--- config.mk ---
export PLATFORM = sky130hd
export DESIGN_NAME = rgmii_phy_port
export DESIGN_NICKNAME = d
export VERILOG_FILES = /design/src/hdl/rgmii_pkg.sv /design/src/hdl/stream_if.sv /design/src/hdl/two_entry_buf.sv /design/src/hdl/rgmii_phy_port.sv
export SDC_FILE = /design/constraint.sdc
export NUM_CORES = 1
export LEC_CHECK = 0
export BUFFER_PORTS_ARGS = -buffer_cell sky130_fd_sc_hd__buf_2
export CAP_MARGIN = 30
export CORE_ASPECT_RATIO = 1.2
export CORE_MARGIN = 4
export CORE_UTILIZATION = 30
export CTS_CLUSTER_DIAMETER = 150
export DETAILED_ROUTE_END_ITERATION = 8
export PLACE_DENSITY = 0.52
export SYNTH_ARGS = -nofsm -noshare
export SYNTH_HDL_FRONTEND = slang
export SYNTH_SLANG_ARGS = --single-unit
--- constraint.sdc ---
create_clock -name clk -period 2.7 [get_ports clk]
set_clock_uncertainty 0.1 [all_clocks]
set_input_delay 0.135 -clock clk [delete_from_list [all_inputs] [get_ports clk]]
set_output_delay 0.135 -clock clk [all_outputs]
set_load 0.01 [all_outputs]
--- src/hdl/rgmii_pkg.sv ---
package rgmii_pkg;
  // system clock and link clock rates in Hz
  localparam int CLK_HZ = 100_000_000;
  localparam int LINK_HZ_1000 = 125_000_000;
  localparam int LINK_HZ_100 = 25_000_000;
  localparam int LINK_HZ_10 = 2_500_000;
  // half periods of the generated receive clock, rounded down, at least one cycle
  localparam int HALF_1000_RAW = CLK_HZ / (2 * LINK_HZ_1000);
  localparam int HALF_100_RAW = CLK_HZ / (2 * LINK_HZ_100);
  localparam int HALF_10_RAW = CLK_HZ / (2 * LINK_HZ_10);
  localparam int HALF_1000 = (HALF_1000_RAW < 1) ? 1 : HALF_1000_RAW;
  localparam int HALF_100 = (HALF_100_RAW < 1) ? 1 : HALF_100_RAW;
  localparam int HALF_10 = (HALF_10_RAW < 1) ? 1 : HALF_10_RAW;
  localparam int DIV_W = 5;
  // link speed codes as carried in the in-band status
  localparam logic [1:0] SPEED_10 = 2'h0;
  localparam logic [1:0] SPEED_100 = 2'h1;
  localparam logic [1:0] SPEED_1000 = 2'h2;
  // in-band status nibble field positions
  localparam int STAT_LINK_BIT = 0;
  localparam int STAT_SPEED_LSB = 1;
  localparam int STAT_DUPLEX_BIT = 3;
  // stream word layouts
  localparam int TX_WORD_W = 10;
  localparam int TX_EN_BIT = 9;
  localparam int TX_ERR_BIT = 8;
  localparam int RX_WORD_W = 9;
  localparam int RX_ERR_BIT = 8;
  // buffer depth
  localparam logic [1:0] BUF_FULL = 2'h2;
  // receive side phase
  typedef enum logic {RX_STATUS = 1'b0, RX_FRAME = 1'b1} rx_state_e;
endpackage : rgmii_pkg

--- src/hdl/stream_if.sv ---
`timescale 1ns/10ps
interface stream_if #(parameter int W = 8);
  logic [W-1:0] data;
  logic valid;
  logic ready;
  modport src(output data, output valid, input ready);
  modport snk(input data, input valid, output ready);
endinterface : stream_if

--- src/hdl/two_entry_buf.sv ---
`timescale 1ns/10ps
module two_entry_buf
  import rgmii_pkg::*;
#(
  parameter int W = 8
) (
  input wire logic clk,
  input wire logic nrst,
  stream_if.snk up,
  stream_if.src dn
);
  typedef struct packed {
    logic [1:0][W-1:0] mem;
    logic wp;
    logic rp;
    logic [1:0] cnt;
  } buf_s;

  buf_s st_ff;
  buf_s nxt_st;
  logic push;
  logic pop;

  // handshakes from occupancy, data straight from storage flops
  assign up.ready = (st_ff.cnt != BUF_FULL);
  assign dn.valid = (st_ff.cnt != 2'h0);
  assign dn.data = st_ff.mem[st_ff.rp];
  assign push = up.valid && up.ready;
  assign pop = dn.valid && dn.ready;

  // write, read and occupancy update
  always_comb begin
    nxt_st = st_ff;
    if (push) begin
      nxt_st.mem[st_ff.wp] = up.data;
      nxt_st.wp = ~st_ff.wp;
    end
    if (pop) begin
      nxt_st.rp = ~st_ff.rp;
    end
    case ({push, pop})
      2'b10: nxt_st.cnt = st_ff.cnt + 2'h1;
      2'b01: nxt_st.cnt = st_ff.cnt - 2'h1;
      default: nxt_st.cnt = st_ff.cnt;
    endcase
  end

  // state register
  always_ff @(posedge clk) begin
    if (!nrst) begin
      st_ff <= '0;
    end else begin
      st_ff <= nxt_st;
    end
  end
endmodule : two_entry_buf

--- src/hdl/rgmii_phy_port.sv ---
// What this block does
// - MAC drives transmit clock at 125, 25 or 2.5 MHz; device samples with it.
// - device delivers received frame nibbles on the four receive data lines.
// - outside frames, receive data lines carry speed, duplex and link-up status.
// - one receive control line carries data valid and receive error.
// - device makes receive clock at 25 or 2.5 MHz link rate, 50 MHz at gigabit, and times receive lines with it.
`timescale 1ns/10ps
module rgmii_phy_port
  import rgmii_pkg::*;
(
  input wire logic clk,
  input wire logic nrst,
  // transmit pins from the MAC
  input wire logic txc,
  input wire logic [3:0] txd,
  input wire logic tx_ctl,
  // received transmit bytes toward the line side
  output logic [7:0] tx_data,
  output logic tx_en,
  output logic tx_err,
  output logic tx_valid,
  input wire logic tx_ready,
  output logic tx_overflow,
  // receive bytes from the line side
  input wire logic [7:0] rx_data,
  input wire logic rx_err,
  input wire logic rx_valid,
  output logic rx_ready,
  // link status for in-band signalling
  input wire logic link_up,
  input wire logic full_duplex,
  input wire logic [1:0] link_speed,
  // receive pins toward the MAC
  output logic rxc,
  output logic [3:0] rxd,
  output logic rx_ctl
);
  typedef struct packed {
    logic [1:0] txc_s;
    logic [1:0][3:0] txd_s;
    logic [1:0] ctl_s;
    logic txc_prev;
    logic [3:0] lo_nib;
    logic lo_ctl;
    logic [TX_WORD_W-1:0] tx_word;
    logic tx_push;
    logic tx_ovf;
    logic [DIV_W-1:0] div_cnt;
    logic rxc;
    logic [3:0] rxd;
    logic rx_ctl;
    logic [3:0] hi_nib;
    logic hi_ctl;
    rx_state_e rx_st;
  } state_s;

  state_s st_ff;
  state_s nxt_st;
  logic tx_rise;
  logic tx_fall;
  logic div_zero;
  logic rx_pop;
  logic [3:0] status;
  logic [DIV_W-1:0] half_sel;

  stream_if #(.W(TX_WORD_W)) tx_in();
  stream_if #(.W(TX_WORD_W)) tx_out();
  stream_if #(.W(RX_WORD_W)) rx_in();
  stream_if #(.W(RX_WORD_W)) rx_out();

  // transmit words buffered so a stall downstream loses nothing until both entries are full
  two_entry_buf #(.W(TX_WORD_W)) u_tx_buf (
    .clk(clk),
    .nrst(nrst),
    .up(tx_in),
    .dn(tx_out)
  );

  // receive bytes buffered ahead of the serialiser
  two_entry_buf #(.W(RX_WORD_W)) u_rx_buf (
    .clk(clk),
    .nrst(nrst),
    .up(rx_in),
    .dn(rx_out)
  );

  // user side stream hookup
  assign tx_in.valid = st_ff.tx_push;
  assign tx_in.data = st_ff.tx_word;
  assign tx_out.ready = tx_ready;
  assign tx_valid = tx_out.valid;
  assign tx_data = tx_out.data[7:0];
  assign tx_en = tx_out.data[TX_EN_BIT];
  assign tx_err = tx_out.data[TX_ERR_BIT];
  assign tx_overflow = st_ff.tx_ovf;
  assign rx_in.valid = rx_valid;
  assign rx_in.data = {rx_err, rx_data};
  assign rx_ready = rx_in.ready;

  // edges of the synchronised transmit clock
  assign tx_rise = st_ff.txc_s[1] && !st_ff.txc_prev;
  assign tx_fall = !st_ff.txc_s[1] && st_ff.txc_prev;

  // receive clock divider and buffer pop on the falling toggle
  assign div_zero = (st_ff.div_cnt == '0);
  assign rx_pop = div_zero && st_ff.rxc && rx_out.valid;
  assign rx_out.ready = rx_pop;
  assign status = {full_duplex, link_speed, link_up};

  // half period for the current speed
  always_comb begin
    case (link_speed)
      SPEED_1000: half_sel = DIV_W'(HALF_1000 - 1);
      SPEED_100: half_sel = DIV_W'(HALF_100 - 1);
      SPEED_10: half_sel = DIV_W'(HALF_10 - 1);
      default: half_sel = DIV_W'(HALF_10 - 1);
    endcase
  end

  // next state of capture, transmit push and receive serialiser
  always_comb begin
    nxt_st = st_ff;
    // two-flop synchronisers on the transmit pins
    nxt_st.txc_s = {st_ff.txc_s[0], txc};
    nxt_st.txd_s = {st_ff.txd_s[0], txd};
    nxt_st.ctl_s = {st_ff.ctl_s[0], tx_ctl};
    nxt_st.txc_prev = st_ff.txc_s[1];
    nxt_st.tx_push = 1'b0;
    // rising edge: low nibble and enable
    if (tx_rise) begin
      nxt_st.lo_nib = st_ff.txd_s[1];
      nxt_st.lo_ctl = st_ff.ctl_s[1];
    end
    // falling edge: high nibble, error is enable xor control
    if (tx_fall) begin
      nxt_st.tx_word = {st_ff.lo_ctl, st_ff.lo_ctl ^ st_ff.ctl_s[1], st_ff.txd_s[1], st_ff.lo_nib};
      nxt_st.tx_push = st_ff.lo_ctl || st_ff.ctl_s[1];
    end
    // sticky when a word meets a full buffer
    if (st_ff.tx_push && !tx_in.ready) begin
      nxt_st.tx_ovf = 1'b1;
    end
    // receive clock toggles at each divider expiry
    if (div_zero) begin
      nxt_st.div_cnt = half_sel;
      nxt_st.rxc = ~st_ff.rxc;
      if (st_ff.rxc) begin
        // going low: launch the nibble the next rise carries
        if (rx_out.valid) begin
          nxt_st.rxd = rx_out.data[3:0];
          nxt_st.rx_ctl = 1'b1;
          nxt_st.hi_nib = rx_out.data[7:4];
          nxt_st.hi_ctl = ~rx_out.data[RX_ERR_BIT];
          nxt_st.rx_st = RX_FRAME;
        end else begin
          nxt_st.rxd = status;
          nxt_st.rx_ctl = 1'b0;
          nxt_st.hi_nib = status;
          nxt_st.hi_ctl = 1'b0;
          nxt_st.rx_st = RX_STATUS;
        end
      end else begin
        // going high: launch the nibble the next fall carries
        case (st_ff.rx_st)
          RX_FRAME: begin
            nxt_st.rxd = st_ff.hi_nib;
            nxt_st.rx_ctl = st_ff.hi_ctl;
          end
          RX_STATUS: begin
            nxt_st.rxd = status;
            nxt_st.rx_ctl = 1'b0;
          end
          default: begin
            nxt_st.rxd = status;
            nxt_st.rx_ctl = 1'b0;
          end
        endcase
      end
    end else begin
      nxt_st.div_cnt = st_ff.div_cnt - DIV_W'(1);
    end
  end

  // state register
  always_ff @(posedge clk) begin
    if (!nrst) begin
      st_ff <= '0;
    end else begin
      st_ff <= nxt_st;
    end
  end

  assign rxc = st_ff.rxc;
  assign rxd = st_ff.rxd;
  assign rx_ctl = st_ff.rx_ctl;
endmodule : rgmii_phy_port

== After elaboration in Yosys (flattened, before gate mapping) ==
Cells that the tools add are included.

* Register bits after elaboration: 93
* Input port bits: 23

* Add/sub/neg operators: 5
* Order comparisons: 6
* Reduce and logical (&&, ||, !) cells: 22
* Equal/unequal tests: 8
* Bitwise operators: 8
* Mux-type cells: 17

{| class="wikitable"
|+ Operator list
! cell !! count
|-
| 10-bit two-way mux || 3
|-
| 9-bit two-way mux || 3
|-
| 20-bit bitwise mux || 1
|-
| 5-bit one-hot mux with 2 select lines || 2
|-
| 18-bit bitwise mux || 1
|-
| 1-bit logical AND || 11
|-
| 11-bit two-way mux || 1
|-
| 10-bit demux with 1-bit select || 1
|-
| 5-bit two-way mux || 2
|-
| 9-bit demux with 1-bit select || 1
|-
| 1-bit by 2-bit less-than comparator with 1-bit output (second input constant) || 4
|-
| 2-bit one-hot mux with 2 select lines || 2
|-
| 2-bit nonzero test || 4
|-
| 1-bit NOT || 7
|-
| 2-bit by 1-bit equality test with 1-bit output (second input constant) || 3
|-
| 2-bit equality test (second input constant) || 3
|-
| 5-bit zero test || 1
|-
| 5-bit by 1-bit subtractor with 5-bit output (second input constant) || 1
|-
| 2-bit by 1-bit adder with 2-bit output (second input constant) || 2
|-
| 2-bit inequality test (second input constant) || 2
|-
| 2-bit AND reduction || 2
|-
| 2-bit by 1-bit subtractor with 2-bit output (second input constant) || 2
|-
| 1-bit zero test || 3
|-
| 1-bit greater-or-equal comparator (second input constant) || 2
|-
| 2 further kinds || 2
|}

== Longest topological paths before layout ==
* Depth in word-level cells: 6
* Mapped depth: 9
* Mapped depth without buffers: 8

== Hierarchy ==
Synthesis repeated with hierarchy kept, for this count alone.

* Cells, all modules: 403
* Area total of the unflattened synthesis: 4015.1 um^2

{| class="wikitable"
|+ By module, submodules not included
! module !! area each (um^2) !! times used !! seq. area each (um^2) !! cells an instance
|-
| rgmii_phy_port || 1911.8 || 1 || 940.9 || 196
|-
| two_entry_buf at u_tx_buf || 1108.6 || 1 || 480.5 || 108
|-
| two_entry_buf at u_rx_buf || 994.7 || 1 || 440.4 || 99
|}

== Least setup slack after synthesis ==
Ideal clock, no wire load.

* Path type: reg2reg
* Start: reg st_ff[12] (netlist name)
* End: reg u_rx_buf.st_ff[1] (netlist name)
* Library setup time: 70 ps
* Arrival: 2011 ps
* Slack: 519 ps
* Stages on the path, launching flop included: 9
* Clock period less this slack: 2181 ps
* Cell sequence: dfxtp_1 inv_1 ha_1 or4b_4 buf_2 nor2_1 ha_1 or3_1 a21oi_1

* Word-level cells in the longest chain between the ends: 6
* Elaborated cells between the ends (all ways): 8

{| class="wikitable"
|+ Ends and longest elaborated chain
! element !! line !! source
|-
| start: declaration || rgmii_phy_port.sv:57 || <nowiki>state_s st_ff;</nowiki>
|-
| start signal: assignment || rgmii_phy_port.sv:189 || <nowiki>st_ff <= nxt_st;</nowiki>
|-
| 5-bit zero test * || rgmii_phy_port.sv:105 || <nowiki>assign div_zero = (st_ff.div_cnt == '0);</nowiki>
|-
| 1-bit logical AND * (2 in a row) || rgmii_phy_port.sv:106 || <nowiki>assign rx_pop = div_zero && st_ff.rxc && rx_out.valid;</nowiki>
|-
| 1-bit logical AND * || two_entry_buf.sv:29 || <nowiki>assign pop = dn.valid && dn.ready;</nowiki>
|-
| net u_rx_buf.pop || two_entry_buf.sv:22 || <nowiki>logic pop;</nowiki>
|-
| 2-bit by 1-bit equality test with 1-bit output or 2-bit equality test (tied branches) || two_entry_buf.sv:41 || <nowiki>case ({push, pop})</nowiki>
|-
| 2-bit one-hot mux with 2 select lines or 2-bit nonzero test (tied branches) || n/a ||
|-
| end signal: assignment || two_entry_buf.sv:53 || <nowiki>st_ff <= nxt_st;</nowiki>
|-
| end: declaration || two_entry_buf.sv:19 || <nowiki>buf_s st_ff;</nowiki>
|}

The timed path passes the listed nets; every way through them passes the cells marked *.
A chain may end at the register's enable or synchronous reset.

== Worst setup path after layout ==
Same ends and word-level chain as after synthesis.

==> report_table.html <==
<table>
<tr><th>Metric</th><th>Value</th></tr>
<tr><th colspan="2">Pwr</th></tr>
<tr><td>Power density normalized to cell area</td><td>between 700 and 800 nW/um2</td></tr>
<tr><td>PnR Total Power</td><td>3.56 mW</td></tr>
<tr><td>VDD IR-drop max</td><td>0.369 mV</td></tr>
<tr><td>Internal power component</td><td>2.52 mW</td></tr>
<tr><td>Static Leak</td><td>between 1.5 and 2 nW</td></tr>
<tr><td>Fraction of power consumed by combinational cells</td><td>18.9%</td></tr>
<tr><td>Sequential share of power</td><td>44.6%</td></tr>
<tr><td>Part of the power in the clock network</td><td>36.5%</td></tr>
<tr><td>Fraction of power spent switching nets</td><td>29.1%</td></tr>
<tr><td>Sw Pwr</td><td>roughly 1.0 mW</td></tr>
<tr><th colspan="2">Worst setup path</th></tr>
<tr><td>Cell type group with the largest total delay on the critical path</td><td>simple AND/OR/NAND/NOR gates</td></tr>
<tr><td>Startpoint Class</td><td>flip-flop</td></tr>
<tr><td>Most repeated library cell on the critical path</td><td>sky130_fd_sc_hd__ha_1</td></tr>
<tr><td>CP peak stage delay</td><td>approximately 570 ps</td></tr>
<tr><td>Worst Path Buf+Inv</td><td>1</td></tr>
<tr><td>Required time at the endpoint of the critical path</td><td>approximately 2900 ps</td></tr>
<tr><td>Nature of the critical path endpoint</td><td>flip-flop</td></tr>
<tr><td>Worst Path Max Fanout</td><td>13</td></tr>
<tr><td>Slowest stage cell on the critical path</td><td>sky130_fd_sc_hd__or4b_4</td></tr>
<tr><td>Data arrival time of the critical path</td><td>2440 ps</td></tr>
<tr><td>Kind of critical path</td><td>flip-flop to flip-flop</td></tr>
<tr><td>CP Cell Sequence</td><td>inv_1 &gt; ha_1 &gt; or4b_4 &gt; nor2_1 &gt; ha_1 &gt; or3_1 &gt; a21oi_1</td></tr>
<tr><th colspan="2">Die</th></tr>
<tr><td>Row count</td><td>45</td></tr>
<tr><td>I/O Pins</td><td>42</td></tr>
<tr><td>Effective utilization at floorplan</td><td>31.0%</td></tr>
<tr><td>Die ar.</td><td>15100 um2</td></tr>
<tr><td>Placeable core area</td><td>roughly 13000 um2</td></tr>
<tr><td>Die Ht</td><td>134 um</td></tr>
<tr><td>Horizontal extent of the die</td><td>113 um</td></tr>
<tr><th colspan="2">Synth</th></tr>
<tr><td>Number of enable flip-flop cells after synthesis</td><td>0</td></tr>
<tr><td>Flops &amp; latches, synth</td><td>93</td></tr>
<tr><td>Fraction of the mapped netlist area in adder cells</td><td>1.58%</td></tr>
<tr><td>Xor-xnor portion of the synthesized cell area</td><td>between 1 and 1.5%</td></tr>
<tr><td>Post-Syn Area per Cell</td><td>between 8 and 9 um2</td></tr>
<tr><td>Top cells by count, synth</td><td>sky130_fd_sc_hd__dfxtp_1, sky130_fd_sc_hd__a21oi_1, sky130_fd_sc_hd__o31ai_1, sky130_fd_sc_hd__nand4_1, sky130_fd_sc_hd__clkbuf_1</td></tr>
<tr><td>Main combinational cell family by area after synthesis</td><td>compound AO/OA/AOI/OAI gates</td></tr>
<tr><td>Share of cell area taken by muxes after synthesis</td><td>under 10%</td></tr>
<tr><td>Synthesis Warnings</td><td>0</td></tr>
<tr><td>Number of unique standard cell types used by synthesis</td><td>36</td></tr>
<tr><td>Register area share after synthesis</td><td>47.1%</td></tr>
<tr><td>Post-Synthesis Cells</td><td>442</td></tr>
<tr><td>Total nets after synthesis</td><td>470</td></tr>
<tr><td>Biggest area consumer among synthesized cells</td><td>sky130_fd_sc_hd__dfxtp_1</td></tr>
<tr><td>Top_reg_cell synth</td><td>sky130_fd_sc_hd__dfxtp_1</td></tr>
<tr><td>Fraction of synthesized cell area taken by the top area cell type</td><td>47.1%</td></tr>
<tr><td>Synth area leaders</td><td>sky130_fd_sc_hd__dfxtp_1, sky130_fd_sc_hd__a21oi_1, sky130_fd_sc_hd__o31ai_1, sky130_fd_sc_hd__nand4_1, sky130_fd_sc_hd__mux2_2</td></tr>
<tr><td>Area of the mapped netlist</td><td>between 3000 and 4000 um2</td></tr>
<tr><td>Simple-gate portion of the synthesized area</td><td>17.1%</td></tr>
<tr><td>Synthesized-area fraction occupied by ao, oa, aoi and oai cells</td><td>19.4%</td></tr>
<tr><td>Synth async-reset ratio</td><td>0%</td></tr>
<tr><td>Dominant cell by count in the synthesized netlist</td><td>sky130_fd_sc_hd__dfxtp_1</td></tr>
<tr><th colspan="2">Layout</th></tr>
<tr><td>Final Cell Area</td><td>between 4000 and 5000 um2</td></tr>
<tr><td>Final layout net count</td><td>502</td></tr>
<tr><td>Area overhead of the layout relative to synthesis</td><td>19.1%</td></tr>
<tr><td>Count of inserted antenna diode cells</td><td>0</td></tr>
<tr><td>Share of final-layout standard cells stronger than drive strength 1</td><td>19.2%</td></tr>
<tr><th colspan="2">Timing</th></tr>
<tr><td>Number of setup violations in the final report</td><td>0</td></tr>
<tr><td>Max Slew Vio Count</td><td>0</td></tr>
<tr><td>Time the final worst path needs with I/O delays and setup</td><td>2260 ps</td></tr>
<tr><td>Final period utilization</td><td>83.7%</td></tr>
<tr><td>Top achievable clock speed</td><td>around 440 MHz</td></tr>
<tr><td>RSZ-0062 raised after global routing</td><td>false</td></tr>
<tr><td>Final-layout worst hold slack</td><td>30.8 ps</td></tr>
<tr><td>Headroom to the max-slew limit</td><td>a little over half</td></tr>
<tr><td>Number of failing hold endpoints at the final stage</td><td>0</td></tr>
<tr><td>Worst Tran Pin Value</td><td>roughly 710 ps</td></tr>
<tr><td>Setup total negative slack</td><td>0 ps</td></tr>
<tr><th colspan="2">Global route</th></tr>
<tr><td>Via count of the first global-routing pass</td><td>3272</td></tr>
<tr><td>Number of antenna violations at the first check in global routing</td><td>0</td></tr>
<tr><td>Global-route congestion overflow total</td><td>0</td></tr>
<tr><td>GRT Util Overall</td><td>about an eighth</td></tr>
<tr><td>Wire length of the first global-routing pass</td><td>about 16000 um</td></tr>
<tr><td>Largest net degree at the start of global routing</td><td>42</td></tr>
<tr><th colspan="2">Placed design</th></tr>
<tr><td>Placed instance area</td><td>4250 um2</td></tr>
<tr><td>Number of input and output port buffers inserted</td><td>approximately 40</td></tr>
<tr><td>Final RePlAce weighted congestion</td><td>0.725</td></tr>
<tr><td>Hpwl dp</td><td>between 6000 and 7000 um</td></tr>
<tr><th colspan="2">Clock network</th></tr>
<tr><td>Register clock-pin slew on the reported worst setup and hold paths</td><td>70 ps</td></tr>
<tr><td>Number of CTS-inserted buffers</td><td>9</td></tr>
<tr><td>Number of sinks on the clock net</td><td>between 90 and 100</td></tr>
<tr><td>Maximum clock path buffer count</td><td>2</td></tr>
<tr><td>TritonCTS clock tree</td><td>built</td></tr>
<tr><td>Number of gates resized after cts</td><td>0</td></tr>
<tr><td>Postcts setup bufs</td><td>0</td></tr>
<tr><td>Worst-Skew Late Latency</td><td>approximately 340 ps</td></tr>
<tr><td>CTS Root Cell</td><td>sky130_fd_sc_hd__clkbuf_16</td></tr>
<tr><td>Quantity of hold-fixing buffers added after cts</td><td>15</td></tr>
<tr><td># H-tree levels</td><td>3</td></tr>
<tr><th colspan="2">Drt</th></tr>
<tr><td>Detail-routed via count per cell</td><td>5.16</td></tr>
<tr><td>Total wirelength of the detailed-routed design</td><td>9610 um</td></tr>
<tr><td>Avg WL per Cell</td><td>15.0 um</td></tr>
<tr><td>Total number of vias</td><td>3321</td></tr>
<tr><td>DRT iter0 DRCs</td><td>169</td></tr>
<tr><td>Number of nets still failing antenna checks after routing</td><td>0</td></tr>
<tr><td>Number of DRC violations after detailed routing</td><td>0</td></tr>
<tr><td>Detailed Routing Iterations Pass 1</td><td>4</td></tr>
<tr><th colspan="2">Min path</th></tr>
<tr><td>Class of the worst hold path</td><td>input pin to flip-flop</td></tr>
<tr><th colspan="2">Run status</th></tr>
<tr><td>Outcome</td><td>complete, no violations</td></tr>
<tr><th colspan="2">Job</th></tr>
<tr><td>Number of maximum-capacitance constraint violations</td><td>0</td></tr>
</table>
registers in the layout (all words and copies together) (netlist names):
register        count
nxt_st              7
tx_overflow         1
tx_in.data         10
rx_ctl              1
rxd                 4
rxc                 1
u_rx_buf.st_ff     22
tx_in.valid         1
st_ff              22
u_tx_buf.st_ff     24
layout by cell type, fill, tap and decap left out, types with 2 or more instances in the layout:
cell | netlist | layout
sky130_fd_sc_hd__clkinv_4 | 0 | 4
sky130_fd_sc_hd__nand2b_1 | 7 | 7
sky130_fd_sc_hd__ha_1 | 5 | 5
sky130_fd_sc_hd__o22ai_1 | 7 | 7
sky130_fd_sc_hd__dfxtp_1 | 93 | 93
sky130_fd_sc_hd__a211oi_1 | 2 | 2
sky130_fd_sc_hd__nand4_1 | 38 | 38
sky130_fd_sc_hd__inv_1 | 9 | 9
sky130_fd_sc_hd__dlygate4sd3_1 | 0 | 15
sky130_fd_sc_hd__nor3_1 | 2 | 2
sky130_fd_sc_hd__and2_1 | 13 | 13
sky130_fd_sc_hd__clkbuf_16 | 0 | 9
sky130_fd_sc_hd__o31ai_1 | 41 | 41
sky130_fd_sc_hd__mux2_2 | 20 | 20
sky130_fd_sc_hd__o21ai_0 | 10 | 10
sky130_fd_sc_hd__nor2b_1 | 3 | 3
sky130_fd_sc_hd__buf_4 | 4 | 9
sky130_fd_sc_hd__or2_2 | 2 | 2
sky130_fd_sc_hd__or3_1 | 4 | 4
sky130_fd_sc_hd__nor2_1 | 14 | 14
sky130_fd_sc_hd__a21oi_1 | 65 | 65
sky130_fd_sc_hd__clkinv_1 | 2 | 2
sky130_fd_sc_hd__buf_2 | 2 | 41
sky130_fd_sc_hd__nand2_1 | 31 | 31
sky130_fd_sc_hd__xor2_1 | 2 | 2
sky130_fd_sc_hd__mux2i_1 | 8 | 8
sky130_fd_sc_hd__xnor2_1 | 4 | 4
sky130_fd_sc_hd__nand3_1 | 7 | 7
layout make-up:
type / instances / area (um2)
inverters: 12 / 45.0
fillers: 1267 / 8070
repair buffers: 65 / 423
clock buffers: 10 / 239
multi-input cells: 293 / 1870
flip-flops and latches: 93 / 1860
well taps: 164 / 205
clock inverters: 6 / 72.6
cells by family (layout without fill, tap and decap cells):
logic type / count (synthesis) / after routing
compound gates: 129 / 129
buf+inv: 56 / 93
fa+ha+maj: 5 / 5
xor+xnor: 6 / 6
flops: 93 / 93
mux: 28 / 28
simple gates: 125 / 125
worst register-to-register path: stages (launching register included):
cell and delay, ps:
sky130_fd_sc_hd__dfxtp_1 320, sky130_fd_sc_hd__inv_1 70, sky130_fd_sc_hd__ha_1 200, sky130_fd_sc_hd__or4b_4 570, sky130_fd_sc_hd__nor2_1 150, sky130_fd_sc_hd__ha_1 270, sky130_fd_sc_hd__or3_1 390, sky130_fd_sc_hd__a21oi_1 140
per-layer routing:
metal / global-route usage (%) / part of all wire, %
met5: 0 / 0
met4: 4.61 / 1.6
met3: 3.16 / 3.6
met2: 21.7 / 50
met1: 16.1 / 45
path summary, 6_finish.rpt:
path / start / to / slack, ps / cells past startpoint
worst min-delay path: link_speed[1] / st_ff[4] / 30 / 3
worst min register to register: nxt_st[43] / st_ff[43] / 330 / 1
worst max register to register: st_ff[12] / u_rx_buf.st_ff[1] / 440 / 7
worst max-delay path: st_ff[12] / u_rx_buf.st_ff[1] / 440 / 7
power groups by stage:
stage / Combinational, mW / Sequential (mW) / Clock [mW]
5_1_grt: 0.752 / 1.60 / 1.38
2_1_floorplan: 0.524 / 1.58 / 0
6_report: 0.672 / 1.59 / 1.30
3_5_place_dp: 0.655 / 1.62 / 0
3_3_place_gp: 0.647 / 1.61 / 0
4_1_cts: 0.674 / 1.59 / 1.34
metrics by stage:
step / util, % / setup slack [ps] / cells
2_1_floorplan: - / 519 / 442
3_3_place_gp: 33.3 / 537 / 612
3_5_place_dp: 33.3 / 450 / 612
4_1_cts: 36.9 / 436 / 643
5_1_grt: 36.9 / 324 / 643
6_report: 36.9 / 439 / 643
No activity file was read; power rests on OpenSTA's default activity.
